$ cat config.mk
export PLATFORM = sky130hd
export DESIGN_NAME = wdt_preclear_cpl
export DESIGN_NICKNAME = d
export VERILOG_FILES = /design/src/wdt_ops_pkg.sv /design/src/wdt_data_mem.sv /design/src/wdt_preclear_cpl.sv
export SDC_FILE = /design/constraint.sdc
export NUM_CORES = 2
export LEC_CHECK = 0
export BUFFER_PORTS_ARGS = -buffer_cell sky130_fd_sc_hd__buf_2
export CAP_MARGIN = 20
export CORE_MARGIN = 2
export CORE_UTILIZATION = 60
export CTS_CLUSTER_SIZE = 30
export DETAILED_ROUTE_END_ITERATION = 8
export PLACE_DENSITY = 0.76
export SYNTH_ARGS = -nofsm -noshare
export SYNTH_HDL_FRONTEND = slang
export SYNTH_SLANG_ARGS = --single-unit
$ cat constraint.sdc
create_clock -name i_clk -period 14.4 [get_ports i_clk]
set_input_delay 0 -clock i_clk [delete_from_list [all_inputs] [get_ports i_clk]]
set_output_delay 0 -clock i_clk [all_outputs]
set_load 0.01 [all_outputs]
$ cat src/wdt_ops_pkg.sv
// Constants and types shared by the pre-clear and complement logic
package wdt_ops_pkg;
	localparam int unsigned DATA_W    = 8;
	localparam int unsigned ADDR_W    = 8;
	localparam int unsigned MEM_DEPTH = 256;
	localparam logic        FLAG_RST  = 1'b0;
	localparam logic [DATA_W-1:0] DATA_ZERO = 8'h00;
	localparam logic [ADDR_W-1:0] ADDR_ZERO = 8'h00;

	// Which pre-clear variant ran last
	typedef enum logic [1:0] {LAST_NONE, LAST_FIRST, LAST_SECOND} last_t;

	// Read-modify-write sequencer of the complement
	typedef enum logic [1:0] {CPL_IDLE, CPL_WRITE} cpl_state_t;
endpackage

$ cat src/wdt_data_mem.sv
// Single-port data memory with registered read data
`timescale 1ns/1ps
`default_nettype none
module wdt_data_mem
	import wdt_ops_pkg::*;
(
	input  wire logic              i_clk,
	input  wire logic              i_we,
	input  wire logic [ADDR_W-1:0] i_addr,
	input  wire logic [DATA_W-1:0] i_wdata,
	output logic      [DATA_W-1:0] o_rdata
);
	logic [DATA_W-1:0] mem [MEM_DEPTH];

	////////////////////////////////////////////////////////////////////////////////
	// Write port
	always_ff @(posedge i_clk)
	begin
		if (i_we)
		begin
			mem[i_addr] <= i_wdata;
		end
	end

	// Read port, data one cycle after the address
	always_ff @(posedge i_clk)
	begin
		o_rdata <= mem[i_addr];
	end
endmodule // wdt_data_mem
`default_nettype wire

$ cat src/wdt_preclear_cpl.sv
// Watchdog pre-clear pair and data-memory complement execution
`timescale 1ns/1ps
`default_nettype none
// Notes on behaviour
// [RULE_01] An effective pre-clear resets the watchdog counter and clears both status flags; a flag whose event arrives in the same cycle is set instead.
// [RULE_02] First variant acts only if the pair's last executed was the second.
// [RULE_03] Second variant acts only if the pair's last executed was the first.
// [RULE_04] Repeating one variant without the other changes nothing.
// [RULE_05] Complement inverts every bit of the addressed data byte.
// [RULE_06] Complement writes back in place; zero flag set when result is zero.
module wdt_preclear_cpl
	import wdt_ops_pkg::*;
(
	input  wire logic              i_clk,
	input  wire logic              i_rst_n,
	input  wire logic              i_preclear_first,
	input  wire logic              i_preclear_second,
	input  wire logic              i_timeout_event,
	input  wire logic              i_powerdown_event,
	output logic                   o_watchdog_clear,
	output logic                   o_timeout_status_flag,
	output logic                   o_powerdown_status_flag,
	input  wire logic              i_cpl_valid,
	input  wire logic [ADDR_W-1:0] i_cpl_addr,
	output logic                   o_cpl_ready,
	output logic                   o_cpl_done,
	output logic                   o_zero_flag,
	input  wire logic              i_mem_we,
	input  wire logic [ADDR_W-1:0] i_mem_addr,
	input  wire logic [DATA_W-1:0] i_mem_wdata,
	output logic      [DATA_W-1:0] o_mem_rdata
);
	last_t             last_q;
	cpl_state_t        state_q;
	logic [ADDR_W-1:0] addr_q;
	logic              first_go;
	logic              second_go;
	logic              preclear_hit;
	logic              cpl_take;
	logic              mem_we;
	logic [ADDR_W-1:0] mem_addr;
	logic [DATA_W-1:0] mem_wdata;
	logic [DATA_W-1:0] mem_rdata;

	// Ones' complement of a data byte
	function automatic logic [DATA_W-1:0] invert(input logic [DATA_W-1:0] v);
		invert = ~v;
	endfunction

	////////////////////////////////////////////////////////////////////////////////
	// Pre-clear decode; both at once counts as neither
	assign first_go  = i_preclear_first & ~i_preclear_second;
	assign second_go = i_preclear_second & ~i_preclear_first;
	// [RULE_02] first needs second before
	// [RULE_03] second needs first before
	// [RULE_04] repeats leave state alone
	assign preclear_hit = (first_go & (last_q == LAST_SECOND))
		| (second_go & (last_q == LAST_FIRST));

	// Tracks the variant executed last
	always_ff @(posedge i_clk or negedge i_rst_n)
	begin
		if (!i_rst_n)
		begin
			last_q <= LAST_NONE;
		end
		else if (first_go)
		begin
			last_q <= LAST_FIRST;
		end
		else if (second_go)
		begin
			last_q <= LAST_SECOND;
		end
	end

	// [RULE_01] counter clear pulse
	always_ff @(posedge i_clk or negedge i_rst_n)
	begin
		if (!i_rst_n)
		begin
			o_watchdog_clear <= 1'b0;
		end
		else
		begin
			o_watchdog_clear <= preclear_hit;
		end
	end

	// [RULE_01] flag clear, new event wins
	always_ff @(posedge i_clk or negedge i_rst_n)
	begin
		if (!i_rst_n)
		begin
			o_timeout_status_flag   <= FLAG_RST;
			o_powerdown_status_flag <= FLAG_RST;
		end
		else
		begin
			if (i_timeout_event)
				o_timeout_status_flag <= 1'b1;
			else if (preclear_hit)
				o_timeout_status_flag <= 1'b0;
			if (i_powerdown_event)
				o_powerdown_status_flag <= 1'b1;
			else if (preclear_hit)
				o_powerdown_status_flag <= 1'b0;
		end
	end

	////////////////////////////////////////////////////////////////////////////////
	// Complement sequencer: read, then write back
	assign o_cpl_ready = (state_q == CPL_IDLE);
	assign cpl_take    = i_cpl_valid & o_cpl_ready;

	always_ff @(posedge i_clk or negedge i_rst_n)
	begin
		if (!i_rst_n)
		begin
			state_q <= CPL_IDLE;
			addr_q  <= ADDR_ZERO;
		end
		else
		begin
			case (state_q)
				CPL_IDLE:
				begin
					if (cpl_take)
					begin
						state_q <= CPL_WRITE;
						addr_q  <= i_cpl_addr;
					end
				end
				CPL_WRITE: state_q <= CPL_IDLE;
				default:   state_q <= CPL_IDLE;
			endcase
		end
	end

	// Memory port steering
	// [RULE_05] inverted byte written
	// [RULE_06] back to the same location
	always_comb
	begin
		if (state_q == CPL_WRITE)
		begin
			mem_we    = 1'b1;
			mem_addr  = addr_q;
			mem_wdata = invert(mem_rdata);
		end
		else if (cpl_take)
		begin
			mem_we    = 1'b0;
			mem_addr  = i_cpl_addr;
			mem_wdata = i_mem_wdata;
		end
		else
		begin
			mem_we    = i_mem_we;
			mem_addr  = i_mem_addr;
			mem_wdata = i_mem_wdata;
		end
	end

	// [RULE_06] zero flag and done pulse
	always_ff @(posedge i_clk or negedge i_rst_n)
	begin
		if (!i_rst_n)
		begin
			o_zero_flag <= FLAG_RST;
			o_cpl_done  <= 1'b0;
		end
		else
		begin
			o_cpl_done <= (state_q == CPL_WRITE);
			if (state_q == CPL_WRITE)
				o_zero_flag <= (invert(mem_rdata) == DATA_ZERO);
		end
	end

	assign o_mem_rdata = mem_rdata;

	wdt_data_mem u_mem (
		.i_clk   (i_clk),
		.i_we    (mem_we),
		.i_addr  (mem_addr),
		.i_wdata (mem_wdata),
		.o_rdata (mem_rdata)
	);

	////////////////////////////////////////////////////////////////////////////////
	// Checks

	a_first_takes_effect: assert property (@(posedge i_clk) disable iff (!i_rst_n) // [RULE_02]
		(first_go && last_q == LAST_SECOND && !i_timeout_event && !i_powerdown_event)
		|=> (o_watchdog_clear && !o_timeout_status_flag && !o_powerdown_status_flag))
		else $error("first pre-clear after second did not clear");

	a_second_takes_effect: assert property (@(posedge i_clk) disable iff (!i_rst_n) // [RULE_03]
		(second_go && last_q == LAST_FIRST && !i_timeout_event && !i_powerdown_event)
		|=> (o_watchdog_clear && !o_timeout_status_flag && !o_powerdown_status_flag))
		else $error("second pre-clear after first did not clear");

	a_clear_needs_pair: assert property (@(posedge i_clk) disable iff (!i_rst_n) // [RULE_01]
		o_watchdog_clear |-> ($past(first_go) && $past(last_q) == LAST_SECOND)
		|| ($past(second_go) && $past(last_q) == LAST_FIRST))
		else $error("watchdog clear without alternation");

	a_repeat_no_effect: assert property (@(posedge i_clk) disable iff (!i_rst_n) // [RULE_04]
		((first_go && last_q == LAST_FIRST) || (second_go && last_q == LAST_SECOND))
		|=> (!o_watchdog_clear
			&& (o_timeout_status_flag
				== ($past(o_timeout_status_flag) || $past(i_timeout_event)))
			&& (o_powerdown_status_flag
				== ($past(o_powerdown_status_flag) || $past(i_powerdown_event)))))
		else $error("repeated pre-clear had an effect");

	a_cpl_inverts: assert property (@(posedge i_clk) disable iff (!i_rst_n) // [RULE_05]
		cpl_take ##1 1'b1 |-> (mem_we && mem_wdata == ~mem_rdata))
		else $error("complement did not invert the byte");

	a_cpl_same_addr: assert property (@(posedge i_clk) disable iff (!i_rst_n) // [RULE_06]
		cpl_take |=> (mem_addr == $past(i_cpl_addr) ##1 o_cpl_done))
		else $error("complement wrote elsewhere or no done");

	a_zero_flag_value: assert property (@(posedge i_clk) disable iff (!i_rst_n) // [RULE_06]
		(state_q == CPL_WRITE) |=> (o_zero_flag == ($past(mem_rdata) == ~DATA_ZERO)))
		else $error("zero flag wrong after complement");

	a_flag_event_wins: assert property (@(posedge i_clk) disable iff (!i_rst_n) // [RULE_01]
		i_timeout_event |=> o_timeout_status_flag)
		else $error("timeout event lost");

	a_pd_event_wins: assert property (@(posedge i_clk) disable iff (!i_rst_n) // [RULE_01]
		i_powerdown_event |=> o_powerdown_status_flag)
		else $error("powerdown event lost");
endmodule // wdt_preclear_cpl
`default_nettype wire

==> metrics.md <==
| Metric | Value |
|---|---|
| Synth cell types | 35 |
| H-tree depth | 4 |
| Reg power frac | 50.3% |
| Final setup violation count | 0 |
| Gate Count Post-Synth | 5,852 |
| CTS Buf Count | 195 |
| Vias in the first global route | a little under 50,000 |
| Port Buffer Count | 45 |
| Clk slew on worst S/H paths | 0.06 ns |
| Setup_tns | 0 ns |
| Die area | between 0.1 and 0.15 mm^2 |
| Clock sink count | 2,072 |
| Area of the multi-input gates | around 0.018 mm^2 |
| Achievable Freq | 144.3 MHz |
| Peak supply drop | ~100 uV |
| GRT overflow | 0 |
| Fin nets | ~5,800 |
| Initial drt markers | 8,871 |
| RSZ-0062 raised after global routing | no |
| TritonRoute pass-1 iters | 9 |
| Final WS setup | 7.469 ns |
| Final Hold Fails | 0 |
| First-pass GRT wire length | around 320,000 um |
| Antenna-violating nets left | 0 |
| Layout cells sized above 1 | under 10% |
| Mapped Avg Cell Area | 13.98 um^2 |
| Non-Filler Instances | 7,699 |
| Vias after detailed routing | 52,510 |
| Average vias per placed instance | 6.821 |
| Row count | 135 |
| Relative slew slack | 12.64% |
| Clk_lat worst skew | 0.85 ns |
| Worst Skew | 0.05454 ns |
| Total Wirelength | ~220,000 um |
| Post-CTS setup repair buffer count | 0 |
| Fillers | a little under 9,000 |
| PnR Total Power | between 10 and 15 mW |
| Syn Std Cell Area | 0.08178 mm^2 |
| Post-Place Cells | 7,295 |
| Die Span Y | between 300 and 400 um |
| Critical Path RT | 15.18 ns |
| Power Internal | 10.13 mW |
| #FFs+latches synth | 2,072 |
| Die width | 373.2 um |
| Initial antenna violation count | 10 |
| Sequential fraction of the synthesis area | 75.88% |
| Final Max Slew Viols | 0 |
| Crit Path Category | flip-flop to flip-flop |
| Worst setup SP type | flip-flop |
| CTS tree | built |
| Crit path DAT | around 7.7 ns |
| CORE AREA | 0.1353 mm^2 |
| Max_cap viols | 0 |
| Switching Fraction | roughly 27% |
| Placer Congestion | 0.8597 |
| WL/cell | 28.08 um |
| Number of flops mapped to enable cells by yosys | a little over 2,000 |
| Period utilisation layout | about 48% |
| Worst-case clock buffer depth | 3 |
| Switching power | approximately 3.7 mW |
| HP Class | primary input to flip-flop |
| DP Worst Slack | 7.921 ns |
| GRT Total Usage | between 30 and 40% |
| Critical Path Sink Type | flip-flop |
| Worst-path maximum fanout | 217 |
| Reg area | between 0.06 and 0.07 mm^2 |
| Yosys warns | 0 |
| Net Count, Synth | 5,886 |
| Root buffer cell | clkbuf_16 |
| Dpl hpwl | 115,300 um |
| Clock power frac | between 30 and 40% |
| Post-layout min period | 6.931 ns |
| Layout area overhead | 9.637% |
| Combinational group share of total power | 13.8% |
| Top FF cell, synth | edfxtp_1 |
| IO Count | 46 |
| Status | completed |
| Largest net degree at the start of global routing | around 240 |
| Slew of the pin with the lowest slew margin | 1.310 ns |
| PD cells | 154.3 mW/mm^2 |
| Initial Util | 60.45% |
| Leak | 28.56 nW |
| DR DRC count | 0 |
| Asr flop ratio synth | 0.7722% |
## kinds of logic after synthesis
logic type / Yosys count / synth area share (%)
DFF: 2072 / 75.88
muxes: 18 / 0.2402
AOI/OAI and AO/OA: 1788 / 13.92
and+or+nand+nor: 1502 / 7.143
adders and majority gates: 2 / 0.03059
buffers and inverters: 470 / 2.781
## synthesized netlist by cell type (9+ instances only)
library cell     n  area share (%)
a221oi_2        10            0.18
o32ai_1         64            0.69
o21ai_1         25            0.15
buf_2          186             1.1
buf_4           24            0.22
edfxtp_1      2048              75
a22o_1         128             1.4
a221oi_1       310             3.3
o22ai_1         64            0.49
a21oi_1       1018             6.2
a22oi_1        128             1.2
mux2_2           9            0.12
nor2_1         272             1.2
clkbuf_1       190            0.87
buf_6           25            0.34
nor3_1         129            0.79
o21ai_0         23            0.14
dfrtp_1         16            0.49
buf_1           38            0.17
nand2_1       1087             5.0
## worst max-delay path, cell delays in order, from the launching register on
cell and delay (ns):
dfrtp_1 1.00, nand2b_1 0.28, o21ai_4 0.15, buf_4 0.53, buf_12 0.59, buf_4 0.98, buf_4 0.90, nand2_1 0.12
a221oi_1 0.48, nor3_1 0.10, o32ai_1 0.63, o21ai_1 0.29, nand2_1 0.20, nand3b_1 0.12
## per-layer routing
layer  vias up  wire [um]  track usage [%]
li1      22290          -                -
met1     25810      79300            42.64
met2      3846      98890            45.56
met3       560      28290            7.733
met4         2       9694            14.19
met5         -         13                0
## worst paths after layout
kind | from | to | cells after the start | slack (ns)
worst max-delay path | state_q[0]$_DFFE_PN0P_ | u_mem.o_rdata[5]$_DFF_P_ | 13 | 7.47
worst min-delay path | i_mem_wdata[1] | u_mem.mem[158][1]$_DFFE_PP_ | 4 | 0.08
worst max register to register | state_q[0]$_DFFE_PN0P_ | u_mem.o_rdata[5]$_DFF_P_ | 13 | 7.47
worst min register to register | o_zero_flag$_DFFE_PN0P_ | o_zero_flag$_DFFE_PN0P_ | 1 | 0.49
max in group asynchronous | i_rst_n | o_powerdown_status_flag$_DFFE_PN0P_ | 3 | 13.59
min in group asynchronous | i_rst_n | addr_q[0]$_DFFE_PN0P_ | 3 | 0.33
## final cells by class
type | count | area share (%)
Clock inverter | 102 | 1.024
Timing Repair Buffer | 170 | 1.637
Multi-Input combinational cell | 3310 | 19.77
Inverter | 7 | 0.02930
Antenna cell | 2 | 0.005582
Clock buffer | 255 | 5.831
Sequential cell | 2072 | 69.21
Tap cell | 1781 | 2.485
## cell usage in the layout (no fill, tap or decap), types with 40 or more instances in the layout
cell type | Yosys | final
a21oi_1 | 1018 | 1018
a221oi_1 | 310 | 310
a22o_1 | 128 | 128
a22oi_1 | 128 | 128
buf_2 | 186 | 45
buf_4 | 24 | 68
clkbuf_1 | 190 | 51
clkbuf_16 | 0 | 198
clkinv_1 | 0 | 44
dlygate4sd3_1 | 0 | 40
edfxtp_1 | 2048 | 2048
nand2_1 | 1087 | 1069
nor2_1 | 272 | 270
nor3_1 | 129 | 129
o22ai_1 | 64 | 64
o32ai_1 | 64 | 57
## stage by stage
stage	utilization, %	cell area (um^2)	hold WS (ns)
2_1_floorplan	-	81780	-0.2956
6_report	66.27	89660	0.07869
5_1_grt	66.27	89660	0.1111
4_1_cts	66.19	89560	0.07076
3_5_place_dp	61.35	83010	-0.06616
3_3_place_gp	61.26	82880	-0.06885
## power groups by stage
| stage | logic (mW) | clock network [mW] | registers [mW] |
|---|---|---|---|
| floorplan | 1.13 | 0 | 7.28 |
| global placement | 1.77 | 0 | 7.08 |
| detailed placement | 1.83 | 0 | 7.08 |
| CTS | 1.85 | 4.97 | 6.96 |
| global route | 2.00 | 5.21 | 6.96 |
| finish | 1.91 | 4.96 | 6.96 |
## timing repair
item | 4_1_cts | 5_1_grt
resized for setup | 0 | 0
endpoints found under the hold margin | 150 | 0
hold buffers | 40 | 0
## state kept, by name (all words and copies together), names as in the netlist
| name | cells |
|---|---|
| state_q | 1 |
| u_mem.o_rdata | 8 |
| o_timeout_status_flag | 1 |
| o_watchdog_clear | 1 |
| o_zero_flag | 1 |
| o_powerdown_status_flag | 1 |
| o_cpl_done | 1 |
| addr_q | 8 |
| u_mem.mem | 2048 |
| last_q | 2 |
Note: power is estimated with default switching activity, not from simulation.
